--- config.mk ---
export PLATFORM = sky130hd
export DESIGN_NAME = ntpt_top
export DESIGN_NICKNAME = d
export VERILOG_FILES = /design/src/hw/ntpt_pkg.sv /design/src/hw/ntpt_chain.sv /design/src/hw/ntpt_top.sv
export SDC_FILE = /design/constraint.sdc
export NUM_CORES = 1
export LEC_CHECK = 0
export ABC_CLOCK_PERIOD_IN_PS = 1900
export BUFFER_PORTS_ARGS = -buffer_cell sky130_fd_sc_hd__buf_2
export CAP_MARGIN = 20
export CORE_ASPECT_RATIO = 1.75
export CORE_MARGIN = 1
export CORE_UTILIZATION = 46
export DETAILED_ROUTE_END_ITERATION = 10
export PLACE_DENSITY_LB_ADDON = 0.05
export SETUP_SLACK_MARGIN = 0.02
export SYNTH_ARGS = -nofsm -noshare
export SYNTH_HDL_FRONTEND = slang
export SYNTH_HIERARCHICAL = 1
export SYNTH_SLANG_ARGS = --single-unit
--- constraint.sdc ---
create_clock -name i_mclk -period 1.9 [get_ports i_mclk]
set_clock_uncertainty 0.2 [all_clocks]
set_input_delay 0.19 -clock i_mclk [delete_from_list [all_inputs] [get_ports i_mclk]]
set_output_delay 0.19 -clock i_mclk [all_outputs]
set_load 0.01 [all_outputs]
--- src/hw/ntpt_pkg.sv ---
/*
  package for the nand chain pin test block: strap code, chain ranks, pin carriers.
  assumes a single clock domain; no software registers.
*/
package ntpt_pkg;

  localparam int unsigned NTPT_CHAIN_LEN = 17;
  localparam int unsigned NTPT_STRAP_W = 5;
  localparam logic [4:0] NTPT_MODE_NAND = 5'h04;
  localparam logic NTPT_CHAIN_SEED = 1'b1;
  localparam int unsigned NTPT_SYNC_DEPTH = 2;

  // chain ranks, rank 0 is the first stage
  localparam int unsigned NTPT_RK_STATUS_LIGHT_2 = 0;
  localparam int unsigned NTPT_RK_STATUS_LIGHT_1 = 1;
  localparam int unsigned NTPT_RK_TXD0 = 2;
  localparam int unsigned NTPT_RK_TXC = 6;
  localparam int unsigned NTPT_RK_TX_CTL = 7;
  localparam int unsigned NTPT_RK_RXD3 = 8;
  localparam int unsigned NTPT_RK_RX_CTL = 12;
  localparam int unsigned NTPT_RK_RXC = 13;
  localparam int unsigned NTPT_RK_IRQ_WAKE = 14;
  localparam int unsigned NTPT_RK_MDC = 15;
  localparam int unsigned NTPT_RK_MDIO = 16;

  typedef struct packed {
    logic [4:0] mode;
    logic ref_clock_out_strap;
  } ntpt_straps_t;

  typedef struct packed {
    logic status_light_2;
    logic status_light_1_wake_out;
    logic [3:0] txd;
    logic txc;
    logic tx_ctl;
    logic [3:0] rxd;
    logic rx_ctl;
    logic rxc;
    logic irq_wake_out_pin;
    logic mdc;
    logic mdio;
  } ntpt_pins_t;

  typedef struct packed {
    logic o;
    logic oe;
  } ntpt_outpin_t;

endpackage

--- src/hw/ntpt_chain.sv ---
/*
  nand chain: stage k nands input k with the previous stage, stage 0 with a one.
  assumes inputs are already synchronised; purely combinational.
*/
`timescale 1ns/1ps
`default_nettype none
module ntpt_chain
  import ntpt_pkg::*;
#(
  parameter int unsigned LEN = NTPT_CHAIN_LEN
) (
  input wire logic [LEN-1:0] i_in,
  output logic o_last
);
  if (LEN < 1) begin : g_len_chk
    $error("chain length must be at least one");
  end

  logic [LEN:0] stage;
  assign stage[0] = NTPT_CHAIN_SEED;
  genvar k;
  generate
    for (k = 0; k < LEN; k++) begin : g_stage
      assign stage[k+1] = ~(i_in[k] & stage[k]);
    end
  endgenerate
  assign o_last = stage[LEN];
endmodule
`default_nettype wire

--- src/hw/ntpt_top.sv ---
/*
  nand chain pin test: strap decode, pin synchronisers, chain and output drive.
  assumes straps are stable around reset release and the board sets the
  clock-out strap; pins arrive from outside the clock domain.
  straps are taken at the third enabled edge after reset release; the output
  pin shows a pin change three enabled edges after the pin moves.
  the chain result is registered, so the output pin never shows a glitch.
  all chain pins stay inputs, so o_pin_oe is held low.
*/
`timescale 1ns/1ps
`default_nettype none
module ntpt_top
  import ntpt_pkg::*;
#(
  parameter int unsigned CHAIN_LEN = NTPT_CHAIN_LEN
) (
  input wire logic i_mclk,
  input wire logic i_reset_n,
  input wire logic i_ce,
  input wire ntpt_straps_t i_straps,
  input wire ntpt_pins_t i_pins,
  output ntpt_outpin_t o_ref_clock_tree_out,
  output logic o_test_mode,
  output logic [CHAIN_LEN-1:0] o_pin_oe
);
  // =====================================================
  // parameter checks
  if (CHAIN_LEN != NTPT_CHAIN_LEN) begin : g_len_chk
    $error("pin map serves exactly seventeen chain ranks");
  end
  if (NTPT_SYNC_DEPTH != 2) begin : g_sync_chk
    $error("strap fill count expects a two-stage synchroniser");
  end
  if (NTPT_STRAP_W != $bits(NTPT_MODE_NAND)) begin : g_strap_chk
    $error("strap width disagrees with the mode code");
  end
  if (NTPT_RK_STATUS_LIGHT_2 != 0 || NTPT_RK_MDIO != CHAIN_LEN - 1) begin : g_end_chk
    $error("chain must start and end at the first and last rank");
  end
  if (NTPT_RK_TXD0 + 3 >= NTPT_RK_TXC) begin : g_txd_chk
    $error("transmit data ranks overlap the transmit clock");
  end
  if (NTPT_RK_RXD3 + 3 >= NTPT_RK_RX_CTL) begin : g_rxd_chk
    $error("receive data ranks overlap the receive control");
  end

  // =====================================================
  // rank map
  logic [CHAIN_LEN-1:0] pin_rank;

  // rank order, rank 0 first
  always_comb begin
    pin_rank = '0;
    // status and wake pins
    pin_rank[NTPT_RK_STATUS_LIGHT_2] = i_pins.status_light_2;
    pin_rank[NTPT_RK_STATUS_LIGHT_1] = i_pins.status_light_1_wake_out;
    // transmit group
    pin_rank[NTPT_RK_TXD0 + 0] = i_pins.txd[0];
    pin_rank[NTPT_RK_TXD0 + 1] = i_pins.txd[1];
    pin_rank[NTPT_RK_TXD0 + 2] = i_pins.txd[2];
    pin_rank[NTPT_RK_TXD0 + 3] = i_pins.txd[3];
    pin_rank[NTPT_RK_TXC] = i_pins.txc;
    pin_rank[NTPT_RK_TX_CTL] = i_pins.tx_ctl;
    // receive group
    pin_rank[NTPT_RK_RXD3 + 0] = i_pins.rxd[3];
    pin_rank[NTPT_RK_RXD3 + 1] = i_pins.rxd[2];
    pin_rank[NTPT_RK_RXD3 + 2] = i_pins.rxd[1];
    pin_rank[NTPT_RK_RXD3 + 3] = i_pins.rxd[0];
    pin_rank[NTPT_RK_RX_CTL] = i_pins.rx_ctl;
    pin_rank[NTPT_RK_RXC] = i_pins.rxc;
    // interrupt and management pins
    pin_rank[NTPT_RK_IRQ_WAKE] = i_pins.irq_wake_out_pin;
    pin_rank[NTPT_RK_MDC] = i_pins.mdc;
    pin_rank[NTPT_RK_MDIO] = i_pins.mdio;
  end

  // =====================================================
  // strap synchroniser
  // straps reset to a code other than the test mode, so the output pin
  // stays undriven until the straps have been taken
  ntpt_straps_t strap_s1_r;
  ntpt_straps_t strap_s2_r;

  always_ff @(posedge i_mclk) begin
    if (!i_reset_n) begin
      strap_s1_r <= '0;
      strap_s2_r <= '0;
    end else if (i_ce) begin
      strap_s1_r <= i_straps;
      strap_s2_r <= strap_s1_r;
    end
  end

  // =====================================================
  // pin synchroniser
  logic [CHAIN_LEN-1:0] pin_s1_r;
  logic [CHAIN_LEN-1:0] pin_s2_r;

  always_ff @(posedge i_mclk) begin
    if (!i_reset_n) begin
      pin_s1_r <= '0;
      pin_s2_r <= '0;
    end else if (i_ce) begin
      pin_s1_r <= pin_rank;
      pin_s2_r <= pin_s1_r;
    end
  end

  // =====================================================
  // strap latch: sample once after reset release
  // edge 1 after release fills the first stage, edge 2 the second and
  // moves to sample, edge 3 takes the straps; later strap changes are
  // ignored until the next reset
  typedef enum logic [1:0] {
    ST_FILL,
    ST_SAMPLE,
    ST_HOLD
  } ntpt_state_t;

  ntpt_state_t state_r;
  logic [1:0] fill_r;

  // counts enabled edges until the strap synchroniser holds a fresh value
  always_ff @(posedge i_mclk) begin
    if (!i_reset_n) begin
      state_r <= ST_FILL;
      fill_r <= '0;
    end else if (i_ce) begin
      unique case (state_r)
        ST_FILL: begin
          fill_r <= fill_r + 2'h1;
          if (fill_r == 2'(NTPT_SYNC_DEPTH - 1)) begin
            state_r <= ST_SAMPLE;
          end
        end
        ST_SAMPLE: state_r <= ST_HOLD;
        ST_HOLD: state_r <= ST_HOLD;
        // an illegal code restarts the fill
        default: state_r <= ST_FILL;
      endcase
    end
  end

  // =====================================================
  // mode latch
  logic strap_take;
  logic mode_match;
  logic test_mode_r;
  logic clk_out_en_r;

  assign strap_take = i_ce && (state_r == ST_SAMPLE);
  assign mode_match = (strap_s2_r.mode == NTPT_MODE_NAND);

  always_ff @(posedge i_mclk) begin
    if (!i_reset_n) begin
      test_mode_r <= 1'b0;
      clk_out_en_r <= 1'b0;
    end else if (strap_take) begin
      test_mode_r <= mode_match;
      clk_out_en_r <= strap_s2_r.ref_clock_out_strap;
    end
  end

  // =====================================================
  // chain
  // with lower ranks low and higher ranks high, the output pin follows the
  // toggled pin at even ranks and shows its inverse at odd ranks:
  //   0 status_light_2: follows
  //   1 status_light_1_wake_out: inverted
  //   2 txd0: follows
  //   3 txd1: inverted
  //   4 txd2: follows
  //   5 txd3: inverted
  //   6 txc: follows
  //   7 tx_ctl: inverted
  //   8 rxd3: follows
  //   9 rxd2: inverted
  //   10 rxd1: follows
  //   11 rxd0: inverted
  //   12 rx_ctl: follows
  //   13 rxc: inverted
  //   14 irq_wake_out_pin: follows
  //   15 mdc: inverted
  //   16 mdio: follows
  logic chain_last;

  ntpt_chain #(
    .LEN(CHAIN_LEN)
  ) u_chain (
    .i_in(pin_s2_r),
    .o_last(chain_last)
  );

  // =====================================================
  // output drive
  // the final inversion sits in the output register
  logic tree_out_r;

  always_ff @(posedge i_mclk) begin
    if (!i_reset_n) begin
      tree_out_r <= 1'b0;
    end else if (i_ce) begin
      tree_out_r <= ~chain_last;
    end
  end

  assign o_ref_clock_tree_out.o = tree_out_r;
  // the pin is driven only in test mode with the clock-out strap set
  assign o_ref_clock_tree_out.oe = test_mode_r & clk_out_en_r;
  assign o_test_mode = test_mode_r;
  // every chain pin is an input in this mode
  assign o_pin_oe = '0;
endmodule
`default_nettype wire

== Word level (Yosys, flattened, before mapping) ==
Cells that the tools add are included.

* Flip-flop bits (word level): 53
* Output and inout bits: 20
* Logic and storage cells: 57

* $add $sub $neg: 1
* Eq/ne operators: 5
* Muxes and demuxes: 2
* Bitwise gates (word level): 33
* Reduce and logical (&&, ||, !) cells: 5

{| class="wikitable"
|+ Operators by type and width
! kind !! count
|-
| $and A1 B1 Y1 || 17
|-
| $not A1 Y1 || 16
|-
| $eq A5 B3 Y1 const B || 1
|-
| $eq A2 B1 Y1 const B || 2
|-
| $pmux W2 S2 || 1
|-
| $reduce_and A2 Y1 || 2
|-
| $add A2 B1 Y2 const B || 1
|-
| $eq A2 B2 Y1 const B || 1
|-
| $logic_not A2 Y1 || 1
|-
| $mux W2 || 1
|-
| $ne A2 B2 Y1 const B || 1
|-
| $reduce_or A2 Y1 || 1
|-
| $logic_and A1 B1 Y1 || 1
|}

== Logic depth before layout (Yosys ltp) ==
* Depth in word-level cells: 32
* Depth in mapped cells: 5

== Hierarchy ==
Netlist, hierarchy kept.

{| class="wikitable"
|+ By module, submodules not included
! module !! times used !! cells each !! area an instance (µm²)
|-
| ntpt_top || 1 || 206 || 2142.1
|-
| ntpt_chain || 1 || 13 || 70.1
|}

== Least setup slack after synthesis ==
No wires, ideal clock.

* Path kind: reg2reg
* From: register pin_s2_r[5]
* To: register tree_out_r
* Arrival: 1.080 ns
* Data required time: 1.621 ns
* Setup slack: 0.540 ns
* Cell stages (with the launch flop): 6
* Path buffers: 0
* Clock period less this slack: 1.360 ns
* Cells stage by stage: dfxtp_1 -> clkinv_1 -> o21ai_1 -> a211o_1 -> a41o_1 -> a211oi_2

* Word-level cells in the longest chain between the ends: 23

{| class="wikitable"
|+ RTL lines
! element !! RTL line !! text
|-
| start: declaration || ntpt_top.sv:97 || <nowiki>logic [CHAIN_LEN-1:0] pin_s2_r;</nowiki>
|-
| start signal: assignment || ntpt_top.sv:105 || <nowiki>pin_s2_r <= pin_s1_r;</nowiki>
|-
| $and A1 B1 Y1 || ntpt_chain.sv:24 || <nowiki>assign stage[k+1] = ~(i_in[k] & stage[k]);</nowiki>
|-
| $not A1 Y1 || ntpt_chain.sv:24 ||
|-
| $and A1 B1 Y1 || ntpt_chain.sv:24 ||
|-
| $not A1 Y1 || ntpt_chain.sv:24 ||
|-
| $and A1 B1 Y1 || ntpt_chain.sv:24 ||
|-
| $not A1 Y1 || ntpt_chain.sv:24 ||
|-
| $and A1 B1 Y1 || ntpt_chain.sv:24 ||
|-
| $not A1 Y1 || ntpt_chain.sv:24 ||
|-
| (+7 left out) || - ||
|-
| $not A1 Y1 || ntpt_chain.sv:24 ||
|-
| $and A1 B1 Y1 || ntpt_chain.sv:24 ||
|-
| $not A1 Y1 || ntpt_chain.sv:24 ||
|-
| $and A1 B1 Y1 || ntpt_chain.sv:24 ||
|-
| $not A1 Y1 || ntpt_chain.sv:24 ||
|-
| $and A1 B1 Y1 || ntpt_chain.sv:24 ||
|-
| $not A1 Y1 || ntpt_chain.sv:24 ||
|-
| $and A1 B1 Y1 || ntpt_chain.sv:24 ||
|-
| end signal: assignment || ntpt_top.sv:203 || <nowiki>tree_out_r <= ~chain_last;</nowiki>
|-
| end: declaration || ntpt_top.sv:197 || <nowiki>logic tree_out_r;</nowiki>
|}

Every way passes these cells.
A chain may end at the register's enable or synchronous reset.

== Final worst setup path ==
* From: register pin_s2_r[0]
* To: register tree_out_r

* Word-level cells in the longest chain between the ends: 32

{| class="wikitable"
|+ RTL lines
! element !! RTL line
|-
| $not A1 Y1 || ntpt_chain.sv:24
|-
| $and A1 B1 Y1 || ntpt_chain.sv:24
|-
| $not A1 Y1 || ntpt_chain.sv:24
|-
| $and A1 B1 Y1 || ntpt_chain.sv:24
|-
| $not A1 Y1 || ntpt_chain.sv:24
|-
| $and A1 B1 Y1 || ntpt_chain.sv:24
|-
| $not A1 Y1 || ntpt_chain.sv:24
|-
| $and A1 B1 Y1 || ntpt_chain.sv:24
|-
| (+16 left out) || -
|-
| $not A1 Y1 || ntpt_chain.sv:24
|-
| $and A1 B1 Y1 || ntpt_chain.sv:24
|-
| $not A1 Y1 || ntpt_chain.sv:24
|-
| $and A1 B1 Y1 || ntpt_chain.sv:24
|-
| $not A1 Y1 || ntpt_chain.sv:24
|-
| $and A1 B1 Y1 || ntpt_chain.sv:24
|-
| $not A1 Y1 || ntpt_chain.sv:24
|-
| $and A1 B1 Y1 || ntpt_chain.sv:24
|}

Every way passes these cells.

==> out/qor.txt <==
outcome -> completed
internal power -> 0.00185 W
final setup TNS -> 0 ps
crit path max-delay cell type -> dfxtp_1
Initial Utilization -> 47.4%
area grow syn2layout -> 20.1%
hold path depth -> 4
Initial DRC Count -> 13
unrepaired setup endpoints after global routing -> false
Tcrit/Tclk final -> 76.6%
Post-Synth XOR/XNOR Area -> 0.396%
Cell variety after synth -> 27
gr usage total -> 15.8%
Hold Crit Start -> i_ce
fillers -> 469
Comb pwr share -> 12.4%
grt ovf -> 0
DR DRC count -> 0
Clock power frac -> 36.8%
worst skew pair latency -> 300 ps
Max-Cap Viols -> 0
worst path required time -> 1930 ps
synthesized area -> 2210 um^2
H-tree depth -> 2
Final ANT Viol Nets -> 0
FMAX -> 687 MHz
endpoints failing setup -> 0
ys async rst share -> 0%
largest net degree at the start of global routing -> 55
startpoint class of the critical path -> register
Setup CP Type -> register to register
core area -> 4670 um^2
Pwr per Cell Area -> 897 nW/um^2
simple-gate area share of the yosys netlist -> 11.7%
CTS tree -> done
Synth Area in Adders -> 2.26%
clock root cell -> clkbuf_8
Worst Hold Class -> primary input to register
Routed wire per std cell -> 11.2 um
sequential share of power -> 50.8%
Register Area -> 1060 um^2
cts bufs inserted -> 5
post-route minimum period -> 1460 ps
post-synthesis compound-gate area fraction -> 4.13%
vias in the first global route -> 1410
boundary pin count -> 46
Peak VDD IR -> 798 uV
Crit. path cell count -> 5
multi-input logic area -> 952 um^2
Top FF cell, synth -> dfxtp_1
critical path arrival -> 1480 ps
Crit. Startpoint -> pin_s2_r[0]
crit path capture type -> register
die area -> 5100 um^2
CP top delay family -> compound AO/OA/AOI/OAI gates
Die H -> 93.7 um
Total Wirelength -> 3600 um
worst-path fanout max -> 2
commonest non-fill, non-tap cell in the layout -> dfxtp_1
HPWL after detailed placement -> 2310 um
Switching Share -> 22.5%
global-route wire length before repair -> 5940 um
routed via count -> 1507
Worst R2R Path Depth -> 5
most frequent cells in the layout -> dfxtp_1, mux2i_1, nor2_1
slowest stage delay, CP -> 330 ps
final hold vios -> 0
Worst R2R Start -> pin_s2_r[0]
Post-synth EDFFs -> 0
ant diodes -> 0
max-slew violation count -> 0
layout cells sized above 1 -> 16.0%
Resized cells post-CTS -> 0
WHS -> 225 ps
Die W -> 54.4 um
number of input and output port buffers inserted -> 28
LEAKAGE -> 1.25 nW
Vias/cell -> 4.69
#FFs+latches synth -> 53
clk sinks -> 53
multiplexer share of the synthesized area -> 21.7%
# rows -> 33
NumNets Final -> 298
Ys Warns -> 6
CP cell instances -> nand2b_1 > a21oi_1 > a211o_1 > a41o_1 > a211oi_2
Post-Syn Area per Cell -> 10.1 um^2
WP buf/inv -> 0
largest family of logic cells by synthesized area -> multiplexers
routability congestion estimate -> 0.641
CTS max path bufs -> 2
CTS clk-pin slew, worst paths -> 90 ps
DRT Pass-1 Iters -> 4
initial antenna violation count -> 0
Psw -> 0.000535 W
Synth Instances -> 219
sequential area share after synthesis -> 48.0%
[metrics by stage]
| stage | total power (W) | instances | worst slack (ps) | util, % | area, um^2 |
|---|---|---|---|---|---|
| 2_1_floorplan | 0.00147 | 235 | 540 | - | 2270 |
| 3_3_place_gp | 0.00150 | 289 | 479 | 48.9 | 2280 |
| 3_5_place_dp | 0.00150 | 289 | 450 | 48.9 | 2280 |
| 4_1_cts | 0.00242 | 321 | 431 | 57.0 | 2660 |
| 5_1_grt | 0.00250 | 321 | 369 | 57.0 | 2660 |
| 6_report | 0.00238 | 321 | 444 | 57.0 | 2660 |
[cell type report]
class                   instances  share of cell area, %
flip-flops and latches         53                   39.9
inverters                       8                   1.13
repair buffers                 55                   15.6
clock buffers                   5                   2.59
multi-input cells             145                   35.8
well taps                      52                   2.45
clock inverters                 3                   2.45
[routing by layer]
metal,global-route usage (%),wire [um],vias up
met4,6.41,67,0
met2,27.0,1820,26
li1,-,-,787
met5,0,0,-
met3,3.72,114,6
met1,17.9,1600,688
[power groups by stage]
stage	Clock (W)	Combinational (W)	Sequential [W]
after floorplan	0	0.000241	0.00123
after global placement	0	0.000259	0.00124
after detailed placement	0	0.000261	0.00124
after CTS	0.000905	0.000300	0.00121
after global routing	0.000941	0.000337	0.00122
final	0.000876	0.000296	0.00121
[sequential cells by signal, summed over array words and instances, names as in the netlist, 2 cells and up]
| name | cells |
|---|---|
| pin_s2_r | 17 |
| state_r | 2 |
| fill_r | 2 |
| strap_s2_r | 6 |
| strap_s1_r | 6 |
| pin_s1_r | 17 |
[synth_stat cells (3+ instances only)]
cell type | instances | area [um^2]
buf_6 | 6 | 67.6
nand3_1 | 3 | 15.0
buf_2 | 3 | 15.0
buf_4 | 19 | 143
dfxtp_1 | 53 | 1060
nor2_1 | 48 | 180
ha_1 | 4 | 50.1
mux2i_1 | 48 | 480
inv_1 | 6 | 22.5
nand2_1 | 8 | 30.0
a21oi_1 | 3 | 15.0
[path summary, 6_finish.rpt]
kind	slack, ps	end
setup / recovery	440	tree_out_r
hold / removal	220	clk_out_en_r
setup reg to reg	440	tree_out_r
hold reg to reg	260	clk_out_en_r
[worst min-delay path, stage by stage]
cell,delay (ps)
buf_2,110
buf_12,210
nand3_1,110
a21oi_1,60
[cells by family after synthesis]
| kind of cell | after synthesis |
|---|---|
| XOR/XNOR | 1 |
| multiplexers | 48 |
| flip-flops | 53 |
| AND/OR/NAND/NOR | 63 |
| other | 1 |
| buffers and inverters | 37 |
| adder cells (fa/ha/maj) | 4 |
| AO/OA/AOI/OAI | 12 |
[timing repair]
item / 4_1_cts / 5_1_grt
buffers inserted: 0 / 0
endpoints found under the hold margin: 25 / 0
hold buffers: 24 / 0
Note: power is estimated with default switching activity, not from simulation.
